`src/core/atomiser_defines.vh`:
```
// Constants for the atomiser control logic.
`ifndef ATOMISER_DEFINES_VH
`define ATOMISER_DEFINES_VH
`define CLK_HZ 100000000
`define BAUD_RATE 9600
`define BAUD_DIV 16'h28B0
`define MS_CYCLES 17'h1_86A0
`define HEAD_BYTE 8'h55
// Module type bytes; the values are arbitrary.
`define TYPE_HI 8'hA5
`define TYPE_LO 8'h5A
`define ST_OK 8'h00
`define ST_CSUM 8'h40
`define CMD_CAL 8'h02
`define CMD_POWER 8'h03
`define CMD_SLEEP 8'h10
`define CMD_STATUS 8'h11
`define CMD_TRACK 8'h12
`define CAL_EMPTY 8'h01
`define CAL_FULL 8'h02
`define POWER_MAX 8'h20
`define RES_ON 8'h12
`define RES_FULL 8'h42
`define RES_PRESENT 8'h64
`define MS_STEADY_ON 16'h1388
`define MS_1S 16'h03E8
`define MS_200 16'h00C8
`define MS_100 16'h0064
`define MS_TRACK_MAX 16'h0C80
`define MS_CAL_RUN 16'h03E8
`define PERIOD_MIN 17'h0_0258
`define PERIOD_MAX 17'h1_01D0
`define PERIOD_DEF 17'h0_2EE0
`define ADDR_PERIOD 4'h0
`define ADDR_STATUS 4'h4
`define ADDR_POWER 4'h8
`endif

```
`src/core/atomiser_control.v`:
```
// Atomiser mode, frame, LED, calibration and colour control.
//
// Our own choices: the register offsets and the Avalon-MM interface to the registers.
`timescale 1ns/1ps
`include "atomiser_defines.vh"
module atomiser_control #(
    parameter [15:0] BAUD_DIV = `BAUD_DIV,
    parameter [16:0] MS_CYCLES = `MS_CYCLES
) (
    input wire clk, // 100 MHz clock.
    input wire nrst, // Synchronous reset, active low.
    input wire rx, // Serial data from host.
    output wire tx, // Serial data to host.
    input wire [7:0] power_resistor_input, // Sensed resistance, 100 ohm units.
    input wire calibration_key_input, // Calibration key, low when pressed.
    input wire water_sense_input, // High when water is present.
    input wire detect_enable, // Water detection switch.
    input wire over_current, // Over-current fault level.
    input wire track_done, // Plate drive reports tracking locked.
    output reg status_led, // Status LED drive.
    output reg [7:0] red, // Red brightness.
    output reg [7:0] green, // Green brightness.
    output reg [7:0] blue, // Blue brightness.
    output reg [5:0] power_level, // 0 off, 1 to 32 power level.
    output reg atomise_on, // Plate drive enable.
    output reg tracking, // Frequency tracking running.
    output reg comm_mode, // High in communication mode.
    output reg asleep, // Sleep state.
    input wire [3:0] address, // Avalon byte address.
    input wire read, // Avalon read.
    input wire write, // Avalon write.
    input wire [31:0] writedata, // Avalon write data.
    output reg [31:0] readdata, // Avalon read data.
    output wire waitrequest // Avalon wait request.
);
    localparam [2:0] P_HEAD = 3'd0, P_T0 = 3'd1, P_T1 = 3'd2, P_LEN = 3'd3;
    localparam [2:0] P_CMD = 3'd4, P_DATA = 3'd5, P_CS = 3'd6;
    localparam [2:0] C_IDLE = 3'd0, C_RUN_E = 3'd1, C_DONE_E = 3'd2, C_RUN_F = 3'd3;
    localparam [2:0] C_OK = 3'd4, C_FAIL = 3'd5;

    wire [7:0] rx_data;
    wire rx_valid;
    wire tx_busy;
    reg tx_start;
    reg [7:0] tx_byte;
    uart_rx #(.DIV(BAUD_DIV)) u_rx (.clk(clk), .nrst(nrst), .rx(rx),
        .data(rx_data), .valid(rx_valid));
    uart_tx #(.DIV(BAUD_DIV)) u_tx (.clk(clk), .nrst(nrst), .start(tx_start),
        .data(tx_byte), .tx(tx), .busy(tx_busy));

    // Millisecond tick shared by all timers.
    reg [16:0] pre;
    wire ms = (pre == MS_CYCLES - 17'h0_0001);
    always @(posedge clk) begin
        if (!nrst || ms) begin
            pre <= 17'h0_0000;
        end else begin
            pre <= pre + 17'h0_0001;
        end
    end

    reg mode_done;
    wire water_ok = !detect_enable || water_sense_input;
    always @(posedge clk) begin
        if (!nrst) begin
            mode_done <= 1'b0;
            comm_mode <= 1'b1;
        end else if (!mode_done) begin
            mode_done <= 1'b1;
            comm_mode <= power_resistor_input > `RES_PRESENT;
        end else if (rx_valid) begin
            comm_mode <= 1'b1;
        end
    end

    // Frame receiver.
    reg [2:0] ps;
    reg [7:0] sum, len, cmd, d0, cnt;
    reg frame_ok, frame_end;
    always @(posedge clk) begin
        frame_end <= 1'b0;
        if (!nrst) begin
            ps <= P_HEAD;
            sum <= 8'h00;
            len <= 8'h00;
            cmd <= 8'h00;
            d0 <= 8'h00;
            cnt <= 8'h00;
            frame_ok <= 1'b0;
        end else if (rx_valid) begin
            sum <= sum + rx_data;
            case (ps)
                P_HEAD: begin
                    sum <= rx_data;
                    if (rx_data == `HEAD_BYTE) ps <= P_T0;
                end
                P_T0: ps <= (rx_data == `TYPE_HI) ? P_T1 : P_HEAD;
                P_T1: ps <= (rx_data == `TYPE_LO) ? P_LEN : P_HEAD;
                P_LEN: begin
                    len <= rx_data;
                    ps <= (rx_data != 8'h00 && rx_data <= 8'h05) ? P_CMD : P_HEAD;
                end
                P_CMD: begin
                    cmd <= rx_data;
                    cnt <= 8'h01;
                    ps <= (len == 8'h01) ? P_CS : P_DATA;
                end
                P_DATA: begin
                    if (cnt == 8'h01) d0 <= rx_data;
                    cnt <= cnt + 8'h01;
                    if (cnt + 8'h01 == len) ps <= P_CS;
                end
                P_CS: begin
                    frame_ok <= (rx_data == ~sum);
                    frame_end <= 1'b1;
                    ps <= P_HEAD;
                end
                default: ps <= P_HEAD;
            endcase
        end
    end

    // Reply transmitter; frames arriving during tracking get no answer.
    reg [2:0] tx_idx;
    reg tx_run;
    reg [7:0] tx_status;
    wire [7:0] tx_cs = ~(`HEAD_BYTE + `TYPE_HI + `TYPE_LO + 8'h01 + tx_status);
    always @* begin
        case (tx_idx)
            3'd0: tx_byte = `HEAD_BYTE;
            3'd1: tx_byte = `TYPE_HI;
            3'd2: tx_byte = `TYPE_LO;
            3'd3: tx_byte = 8'h01;
            3'd4: tx_byte = tx_status;
            default: tx_byte = tx_cs;
        endcase
    end
    always @(posedge clk) begin
        tx_start <= 1'b0;
        if (!nrst) begin
            tx_idx <= 3'd0;
            tx_run <= 1'b0;
            tx_status <= `ST_OK;
        end else if (frame_end && !tracking && !tx_run) begin
            tx_run <= 1'b1;
            tx_idx <= 3'd0;
            tx_status <= frame_ok ? `ST_OK : `ST_CSUM;
        end else if (tx_run && !tx_busy && !tx_start) begin
            if (tx_idx == 3'd6) begin
                tx_run <= 1'b0;
            end else begin
                tx_start <= 1'b1;
            end
        end else if (tx_start) begin
            tx_idx <= tx_idx + 3'd1;
        end
    end

    // Command execution, sleep and tracking.
    wire exec = frame_end && frame_ok && !tracking;
    reg tracked, track_fail, cal_cmd_e, cal_cmd_f;
    reg [15:0] trk_ms;
    reg [5:0] host_level;
    always @(posedge clk) begin
        cal_cmd_e <= 1'b0;
        cal_cmd_f <= 1'b0;
        if (!nrst) begin
            asleep <= 1'b1;
            tracking <= 1'b0;
            tracked <= 1'b0;
            track_fail <= 1'b0;
            trk_ms <= 16'h0000;
            host_level <= 6'h00;
        end else begin
            if (tracking) begin
                if (ms) trk_ms <= trk_ms + 16'h0001;
                if (track_done) begin
                    tracking <= 1'b0;
                end else if (trk_ms >= `MS_TRACK_MAX) begin
                    tracking <= 1'b0;
                    track_fail <= 1'b1;
                end
            end
            if (exec) begin
                if (cmd == `CMD_SLEEP) asleep <= 1'b1;
                else if (cmd != `CMD_STATUS) asleep <= 1'b0;
                if (cmd == `CMD_CAL) begin
                    cal_cmd_e <= (d0 == `CAL_EMPTY);
                    cal_cmd_f <= (d0 == `CAL_FULL);
                end
                if (cmd == `CMD_POWER && d0 <= `POWER_MAX) host_level <= d0[5:0];
                if (water_ok && ((cmd == `CMD_POWER && !tracked) || cmd == `CMD_TRACK)) begin
                    tracking <= 1'b1;
                    tracked <= 1'b1;
                    trk_ms <= 16'h0000;
                end
            end
        end
    end

    wire [7:0] res = power_resistor_input;
    wire [8:0] res_step = {1'b0, res - `RES_ON} * 9'd2 / 9'd3;
    always @(posedge clk) begin
        if (!nrst) begin
            power_level <= 6'h00;
            atomise_on <= 1'b0;
        end else if (!comm_mode) begin
            power_level <= (res < `RES_ON) ? 6'h00 : (res >= `RES_FULL) ? 6'h20 :
                (res_step[5:0] + 6'h01);
            atomise_on <= res >= `RES_ON && water_ok && !track_fail;
        end else begin
            power_level <= host_level;
            atomise_on <= host_level != 6'h00 && !asleep && water_ok && !tracking &&
                !track_fail && !over_current;
        end
    end

    // Water calibration sequence.
    reg [2:0] cs;
    reg [15:0] cal_ms;
    reg key_d;
    wire key_hit = key_d && !calibration_key_input;
    always @(posedge clk) begin
        if (!nrst) begin
            cs <= C_IDLE;
            cal_ms <= 16'h0000;
            key_d <= 1'b1;
        end else begin
            key_d <= calibration_key_input;
            if (ms) cal_ms <= cal_ms + 16'h0001;
            case (cs)
                C_IDLE, C_OK: if (key_hit || cal_cmd_e) begin
                    cs <= C_RUN_E;
                    cal_ms <= 16'h0000;
                end
                C_RUN_E: if (cal_ms >= `MS_CAL_RUN) cs <= C_DONE_E;
                C_DONE_E: if (key_hit || cal_cmd_f) begin
                    cs <= C_RUN_F;
                    cal_ms <= 16'h0000;
                end
                C_RUN_F: if (cal_ms >= `MS_CAL_RUN) cs <= water_sense_input ? C_OK : C_FAIL;
                C_FAIL: cs <= C_FAIL;
                default: cs <= C_IDLE;
            endcase
        end
    end

    // Status LED pattern selection, highest priority first.
    reg [15:0] on_ms, off_ms, led_ms;
    reg steady, dark;
    always @* begin
        on_ms = `MS_200;
        off_ms = `MS_200;
        steady = 1'b0;
        dark = 1'b0;
        if (track_fail || over_current || cs == C_FAIL) begin
            on_ms = `MS_200;
        end else if (cs == C_RUN_E || cs == C_RUN_F) begin
            off_ms = `MS_1S;
        end else if (cs == C_DONE_E) begin
            on_ms = `MS_100;
            off_ms = `MS_1S;
        end else if (cs == C_OK) begin
            steady = 1'b1;
        end else if (!detect_enable) begin
            on_ms = `MS_STEADY_ON;
            off_ms = `MS_1S;
            dark = !water_sense_input;
        end else if (!water_sense_input) begin
            on_ms = `MS_1S;
            off_ms = `MS_1S;
        end else begin
            steady = 1'b1;
        end
    end
    always @(posedge clk) begin
        if (!nrst) begin
            led_ms <= 16'h0000;
            status_led <= 1'b0;
        end else begin
            if (ms) led_ms <= (led_ms + 16'h0001 >= on_ms + off_ms) ? 16'h0000 :
                led_ms + 16'h0001;
            status_led <= steady || (!dark && led_ms < on_ms);
        end
    end

    // Colour cycle: six fades, each one sixth of the period.
    reg [16:0] period;
    reg [2:0] phase;
    reg [16:0] seg_ms, acc;
    reg [7:0] ramp;
    wire [16:0] seg_len = period / 17'd6;
    always @(posedge clk) begin
        if (!nrst) begin
            red <= 8'hFF;
            green <= 8'h00;
            blue <= 8'h00;
            phase <= 3'd0;
            seg_ms <= 17'h0_0000;
            acc <= 17'h0_0000;
            ramp <= 8'h00;
        end else if (ms) begin
            if (seg_ms + 17'h0_0001 >= seg_len) begin
                seg_ms <= 17'h0_0000;
                acc <= 17'h0_0000;
                ramp <= 8'h00;
                phase <= (phase == 3'd5) ? 3'd0 : phase + 3'd1;
            end else begin
                seg_ms <= seg_ms + 17'h0_0001;
                if (acc + 17'h0_0100 >= seg_len) begin
                    acc <= acc + 17'h0_0100 - seg_len;
                    ramp <= (ramp == 8'hFF) ? 8'hFF : ramp + 8'h01;
                end else begin
                    acc <= acc + 17'h0_0100;
                end
            end
            case (phase)
                3'd0: green <= ramp;
                3'd1: red <= ~ramp;
                3'd2: blue <= ramp;
                3'd3: green <= ~ramp;
                3'd4: red <= ramp;
                default: blue <= ~ramp;
            endcase
        end
    end

    // Avalon slave: one wait cycle on every access.
    reg bus_ack;
    assign waitrequest = (read || write) && !bus_ack;
    always @(posedge clk) begin
        if (!nrst) begin
            bus_ack <= 1'b0;
            readdata <= 32'h0000_0000;
            period <= `PERIOD_DEF;
        end else begin
            bus_ack <= (read || write) && !bus_ack;
            if (read && !bus_ack) begin
                case (address)
                    `ADDR_PERIOD: readdata <= {15'h0000, period};
                    `ADDR_STATUS: readdata <= {20'h0_0000, track_fail, cs, tracked,
                        tracking, asleep, comm_mode, atomise_on, status_led,
                        water_sense_input, detect_enable};
                    `ADDR_POWER: readdata <= {26'h000_0000, power_level};
                    default: readdata <= 32'h0000_0000;
                endcase
            end
            if (write && bus_ack && address == `ADDR_PERIOD) begin
                period <= (writedata[16:0] < `PERIOD_MIN || writedata[31:17] != 15'h0000) ?
                    ((writedata[31:17] != 15'h0000) ? `PERIOD_MAX : `PERIOD_MIN) :
                    (writedata[16:0] > `PERIOD_MAX) ? `PERIOD_MAX : writedata[16:0];
            end
        end
    end
endmodule

```
`src/core/uart_rx.v`:
```
// Serial receiver, 8 data bits, 1 stop bit, no parity.
`timescale 1ns/1ps
module uart_rx #(parameter [15:0] DIV = 16'h28B0) (
    input wire clk, // System clock.
    input wire nrst, // Synchronous reset, active low.
    input wire rx, // Serial line in.
    output reg [7:0] data, // Received byte.
    output reg valid // One-cycle pulse per byte.
);
    reg [15:0] cnt;
    reg [3:0] bitn;
    reg busy;
    always @(posedge clk) begin
        valid <= 1'b0;
        if (!nrst) begin
            cnt <= 16'h0000;
            bitn <= 4'h0;
            busy <= 1'b0;
            data <= 8'h00;
        end else if (!busy) begin
            if (!rx) begin
                busy <= 1'b1;
                cnt <= {1'b0, DIV[15:1]};
                bitn <= 4'h0;
            end
        end else if (cnt != 16'h0000) begin
            cnt <= cnt - 16'h0001;
        end else begin
            cnt <= DIV - 16'h0001;
            bitn <= bitn + 4'h1;
            if (bitn == 4'h0 && rx) begin
                busy <= 1'b0;
            end else if (bitn == 4'h9) begin
                busy <= 1'b0;
                valid <= rx;
            end else if (bitn != 4'h0) begin
                data <= {rx, data[7:1]};
            end
        end
    end
endmodule

```
`src/core/uart_tx.v`:
```
// Serial transmitter, 8 data bits, 1 stop bit, no parity.
`timescale 1ns/1ps
module uart_tx #(parameter [15:0] DIV = 16'h28B0) (
    input wire clk, // System clock.
    input wire nrst, // Synchronous reset, active low.
    input wire start, // Pulse to send a byte.
    input wire [7:0] data, // Byte to send.
    output reg tx, // Serial line out.
    output wire busy // High while a byte is sent.
);
    reg [15:0] cnt;
    reg [3:0] bitn;
    reg [8:0] sh;
    reg run;
    assign busy = run;
    always @(posedge clk) begin
        if (!nrst) begin
            cnt <= 16'h0000;
            bitn <= 4'h0;
            sh <= 9'h1FF;
            run <= 1'b0;
            tx <= 1'b1;
        end else if (!run) begin
            if (start) begin
                run <= 1'b1;
                sh <= {1'b1, data};
                tx <= 1'b0;
                cnt <= DIV - 16'h0001;
                bitn <= 4'h0;
            end
        end else if (cnt != 16'h0000) begin
            cnt <= cnt - 16'h0001;
        end else if (bitn == 4'h9) begin
            run <= 1'b0;
        end else begin
            cnt <= DIV - 16'h0001;
            bitn <= bitn + 4'h1;
            tx <= sh[0];
            sh <= {1'b1, sh[8:1]};
        end
    end
endmodule

```
`config.mk`:
```
export PLATFORM = sky130hd
export DESIGN_NAME = atomiser_control
export DESIGN_NICKNAME = d
export VERILOG_FILES = /design/src/core/atomiser_control.v /design/src/core/uart_rx.v /design/src/core/uart_tx.v
export VERILOG_INCLUDE_DIRS = /design/src /design/src/core
export SDC_FILE = /design/constraint.sdc
export NUM_CORES = 1
export LEC_CHECK = 0
export BUFFER_PORTS_ARGS = -buffer_cell sky130_fd_sc_hd__buf_2
export CAP_MARGIN = 20
export CORE_UTILIZATION = 46
export CTS_CLUSTER_SIZE = 28
export DETAILED_ROUTE_END_ITERATION = 12
export GPL_ROUTABILITY_DRIVEN = 0
export GPL_TIMING_DRIVEN = 0
export PLACE_DENSITY = 0.66
export SYNTH_ARGS = -nofsm -noshare
export SYNTH_HDL_FRONTEND = slang
export SYNTH_SLANG_ARGS = --single-unit
export TNS_END_PERCENT = 50
```
`constraint.sdc`:
```
create_clock -name clk -period 6.7 [get_ports clk]
set_clock_uncertainty 0.1 [all_clocks]
set_input_delay 0.67 -clock clk [delete_from_list [all_inputs] [get_ports clk]]
set_output_delay 0.67 -clock clk [all_outputs]
set_load 0.005 [all_outputs]
```
# After elaboration in Yosys (flattened, before gate mapping)
# Index checks and enable logic that the tools add are counted.
dict set report totals {
  out_inout_bits 69
  regBits 329
  wordCells 360
}
dict set report op_classes {
  n_div 2
  n_reduce_logical 98
  n_eq_ne 53
  mux 112
  add_sub_neg 20
  bitwise_logic 11
  magnitude_cmp 14
}
# operator count
set ops {}
lappend ops {{2-to-1 mux 16 bit} 15}
lappend ops {{2-to-1 mux 17 bit} 6}
lappend ops {{2-to-1 mux 13 bit} 5}
lappend ops {{case mux 8 bit (2 select lines)} 4}
lappend ops {{2-to-1 mux 10 bit} 6}
lappend ops {{case mux 17 bit (3 select lines)} 1}
lappend ops {{adder 16 x 1 -> 16 bit, second input constant} 3}
lappend ops {{2-to-1 mux 1 bit} 41}
lappend ops {{case mux 8 bit (5 select lines)} 1}
lappend ops {{2-to-1 mux 9 bit} 4}
lappend ops {{adder 17 x 1 -> 17 bit, second input constant} 2}
lappend ops {{greater-or-equal comparator 17 bit} 2}
lappend ops {{AND reduction 2 bit} 17}
lappend ops {{2-to-1 mux 8 bit} 4}
lappend ops {{case mux 16 bit (2 select lines)} 1}
lappend ops {{nonzero test 16 bit} 2}
lappend ops {{subtractor 16 x 1 -> 16 bit, second input constant} 2}
lappend ops {{2-to-1 mux 4 bit} 7}
lappend ops {{equality test 3 bit, second input constant} 9}
lappend ops {{equality test 3 x 2 -> 1 bit, second input constant} 8}
lappend ops {{equality test 8 x 1 -> 1 bit, second input constant} 3}
lappend ops {{equality test 8 x 2 -> 1 bit, second input constant} 3}
lappend ops {{logical AND 1 bit} 24}
lappend ops {{2-to-1 mux 3 bit} 8}
lappend ops {{59 further kinds} 132}

# Logic depth before layout (Yosys ltp)
dict set report depth {
  ltp_word 9
  mapped_depth 36
  ltp_nobuf 32
}

# Cells and area by module
# From an unflattened synthesis, not the netlist that was laid out.
dict set report unflattened {
  hier_cells 2405
  area_unflattened_um2 18940.7
}
# module seq_area_each_um2 area_per_inst_um2 instances cells_each
set by_module_without_submodules {}
lappend by_module_without_submodules {atomiser_control 4924.7 15901.5 1 2053}
lappend by_module_without_submodules {uart_rx 600.6 1537.7 1 173}
lappend by_module_without_submodules {uart_tx 600.6 1501.4 1 179}

# Least setup slack after synthesis
# OpenSTA, ideal clock, no wires.
dict set report synth_timing {
  path_type {flip-flop to flip-flop}
  start {reg period[15]}
  end {reg acc[14]}
  arrival_time_ns 6.570
  path_stages_with_launch 35
  synth_period_minus_slack_ns 6.730
  setup_ns 0.060
  setup_slack_ns -0.030
  required_ns 6.540
  cell_sequence {dfxtp_1 > clkbuf_1 > nor2b_1 > a21oi_1 > o22ai_1 > or3_1 > clkbuf_1 > or3_1 > o21a_1 > o211ai_1 > clkbuf_1 > nand2_1 > o21a_1 > o32a_1 > a31o_2 > or2_2 > o21ai_0 > a211oi_1 > ha_1 > fa_1 > nor2b_1 > o21ai_0 > a21boi_0 > o21ai_0 > a21oi_1 > o21ai_0 > a21boi_0 > o21ai_0 > a21boi_0 > o21ai_0 > a21boi_0 > o21a_1 > nor3_1 > o31ai_1 > a22o_1}
}
dict set report synth_between {
  elab_chain_len 4
  word_cells_on_any_way 6
  cone_classes {1 x add/sub; 1 x div; 2 x order compare; 2 x mux}
}
# item line
set synth_rtl {}
lappend synth_rtl {{start, declared} atomiser_control.v:288} ;# reg [16:0] period;
lappend synth_rtl {{start signal, assigned} atomiser_control.v:335} ;# period <= `PERIOD_DEF;
lappend synth_rtl {{start signal, assigned} atomiser_control.v:349} ;# period <= (writedata[16:0] < `PERIOD_MIN || writedata[31:17] != 15'h0000) ?
lappend synth_rtl {{divider 17 x 3 -> 17 bit *} atomiser_control.v:292} ;# wire [16:0] seg_len = period / 17'd6;
lappend synth_rtl {{subtractor 17 bit / greater-or-equal comparator 17 bit (equally long branches)} {atomiser_control.v:311, atomiser_control.v:310}}
lappend synth_rtl {{2-to-1 mux 17 bit} atomiser_control.v:310} ;# if (acc + 17'h0_0100 >= seg_len) begin
lappend synth_rtl {{2-to-1 mux 17 bit *} atomiser_control.v:303} ;# if (seg_ms + 17'h0_0001 >= seg_len) begin
lappend synth_rtl {{end signal, assigned} atomiser_control.v:311} ;# acc <= acc + 17'h0_0100 - seg_len;
lappend synth_rtl {{end signal, assigned} atomiser_control.v:314} ;# acc <= acc + 17'h0_0100;
lappend synth_rtl {{end, declared} atomiser_control.v:290} ;# reg [16:0] seg_ms, acc;
# Every way passes the cells marked *; elsewhere a longest branch is shown, timed or not.
# A chain may end at the register's enable or synchronous reset.

# Final worst setup path
dict set report layout_timing {
  start {reg period[16]}
  end {reg acc[1]}
}
# The elaborated chain is that of the path after synthesis.

==> results.ini <==
[run_status]
outcome = complete, but fails checks
violations = setup timing

[die]
dieHeight_um = 203.0
rows = 73
ios = 123
die_w_um = 203.0
start_util_pct = 46.64
core_mm2 = 0.03982
die_area_mm2 = 0.04119

[global_routing]
grt_first_pass_wirelength_mm = 85.96
overflow = 0
grt_use_total_pct = 25.38
antenna_found_initial = 1
first_global_vias = 16805
grt_max_degree = 14

[cts]
insertion_delay_ns = 0.57
cts.sinks = 306
cts_made_buffers = 36
path_clk_slew_ns = 0.06
cts.path.max_buffers = 3
cts_tree = done
cts-root-buf = clkbuf_16
htreeDepth = 2

[power_and_ir_drop]
power_frac_seq_pct = 40.7
switching_share_pct = 26.64
ir_drop_uv = 159.1
leakage_nw = 8.848
p_int_mw = 3.334
switchingPower_mw = 1.211
powerDensity_mw_per_mm2 = 207.6
comb_power_share_pct = 13.8
clkPwrFrac_pct = 45.5
total_power_mw = 4.545

[timing]
max_freq_ghz = 0.1480
setup_slack_ns = -0.05538
hold_violations = 0
finalMaxSlewViolations = 0
rsz0062_at_grt = yes
setup_tns_ns = -0.4010
period_share_pct = 100.8
slew-limit-headroom_pct = 37.65
post-route-min-period_ns = 6.755
setup_viol = 11
tightest_slew_ns = 0.9266

[synth]
ys_ff_latch = 306
synth_cells = 2396
synth.avg_cell_area_um2 = 7.753
synth_ff_type = dfxtp_1
yosys.area.top_type = dfxtp_1
ys_warn_count = 0
async_flop_share_pct = 0
synth_top_area_share_pct = 32.98
synth_common_cells = dfxtp_1, nor2_1, nand2_1, a21oi_1, o21ai_0
synth.most_common_cell = dfxtp_1
synth.area.top_cells = dfxtp_1, ha_1, nor2_1
synthDistinctLibCells = 87
synth_edf_count = 0
ys_seq_area_share_pct = 32.98
syn_area_mm2 = 0.01858

[route]
drc = 0
vias = 18144
wl_mm = 53.91
antenna_left = 0
wl_per_cell_um = 17.12
dr.pass1.iters = 6
viasPerCell = 5.762
drt_iter0_drc = 1370

[final_layout]
area_growth_pct = 17.87
layout.nets = 2743
num_antenna_cells = 0
final_core_util_pct = 54.98
drive_gt1_share_pct = 13.38
final_cells = 3149
fill_cells = 3754

[hold_path]
whs_path_depth = 2
hold_path_startpoint = calibration_key_input
min_path_type = primary input to flop
min_to = key_d

[job]
maxCapViolations = 0

[worst_setup_path]
worstReg2RegStart = period[16]
rr_endpoint = acc[1]
crit_fanout = 7
path_class = flop to flop
end_kind = flop
arrival_ns = 7.16
cp-startpoint = period[16]
r2r_cells = 32
slowest_delay_ns = 0.50
r2r_slack_ns = -0.06
startpoint_type = flop
cp.required_ns = 7.10
slowest_stage = nor2b_1

[placement]
portBuffers = 103
place_hpwl_mm = 38.94
dp.cells = 3041

worst max path at each step:
stage,end,cells past startpoint
2_1_floorplan,acc[14],34
3_3_place_gp,acc[11],34
3_5_place_dp,acc[11],34
4_1_cts,ramp[1],36
5_1_grt,acc[1],36
6_report,acc[1],32
power groups by stage:
| stage | clock [mW] | sequential (mW) | combinational [mW] |
|---|---|---|---|
| global route | 2.18 | 1.85 | 0.686 |
| global placement | 0 | 1.89 | 0.556 |
| floorplan | 0 | 1.89 | 0.422 |
| finish | 2.07 | 1.85 | 0.627 |
| CTS | 2.10 | 1.85 | 0.589 |
| detailed placement | 0 | 1.89 | 0.568 |
through the flow:
| step | setup slack [ns] | hold WS [ns] | instance area (um2) |
|---|---|---|---|
| final | -0.05538 | 0.2111 | 21890 |
| after floorplan | 0.05512 | 0.3250 | 18630 |
| after global placement | -1.462 | 0.3403 | 19800 |
| after CTS | 0.007057 | 0.1985 | 21420 |
| after detailed placement | -1.541 | 0.3482 | 19830 |
| after global routing | -0.3500 | 0.2309 | 21890 |
worst max-delay path, delay by kind of cell, from the launching register on:
kind                       cells  cell delay (ns)
buffers and inverters          4             0.69
and+or+nand+nor                7             1.73
adders and majority gates      1             0.27
DFF                            1             0.36
AOI/OAI and AO/OA             20             3.53
layout make-up:
type / instances / area [um2] / area share [%]
Clock buffer: 50 / 1003 / 4.583
Timing Repair Buffer: 152 / 927.1 / 4.235
Clock inverter: 14 / 231.5 / 1.057
Tap cell: 525 / 656.9 / 3.000
Inverter: 82 / 311.5 / 1.423
Buffer: 148 / 709.4 / 3.240
Sequential cell: 306 / 6132 / 28.01
Multi-Input combinational cell: 1872 / 11920 / 54.45
metal layers:
layer	vias to the layer above	share of wire [%]	track usage [%]
li1	8901	-	-
met1	8568	45	33.35
met2	556	46	41.88
met3	117	5.9	4.157
met4	2	3.1	8.915
met5	-	0.028	0
timing repair:
| action | in CTS | in global routing |
|---|---|---|
| endpoints found under the setup margin | 46 | 46 |
| pin swaps | 20 | 43 |
| hold buffers | 0 | 0 |
| setup buffers | 22 | 23 |
| resized for setup | 74 | 98 |
| cloned | 0 | 2 |
cells by family after synthesis:
family | share of synthesized area [%]
flops | 32.98
simple gates | 25.17
xor+xnor | 6.938
mux | 3.307
buf+inv | 5.139
compound gates | 20.24
fa+ha+maj | 6.210
other cells | 0.02019
cells in the final DEF, fill, tap and decap left out, types with 66 or more instances in the layout:
master,count
o21ai_0,110
dfxtp_1,303
ha_1,85
nand2_1,238
nand3_1,92
clkbuf_1,112
a21oi_1,171
buf_2,107
xnor2_1,74
xor2_1,66
nor2_1,291
inv_1,77
flip-flops by register name, summed over array words and instances (netlist names), 8 cells and up:
signal / count
d0: 8
cnt: 8
trk_ms: 16
blue: 8
period: 17
u_tx.sh: 8
seg_ms: 17
cmd: 8
u_tx.cnt: 16
ramp: 8
readdata: 17
green: 8
u_rx.cnt: 16
led_ms: 16
pre: 17
sum: 8
acc: 17
len: 8
cal_ms: 16
u_rx.data: 8
red: 8
Power figures use the tool's default switching activity.
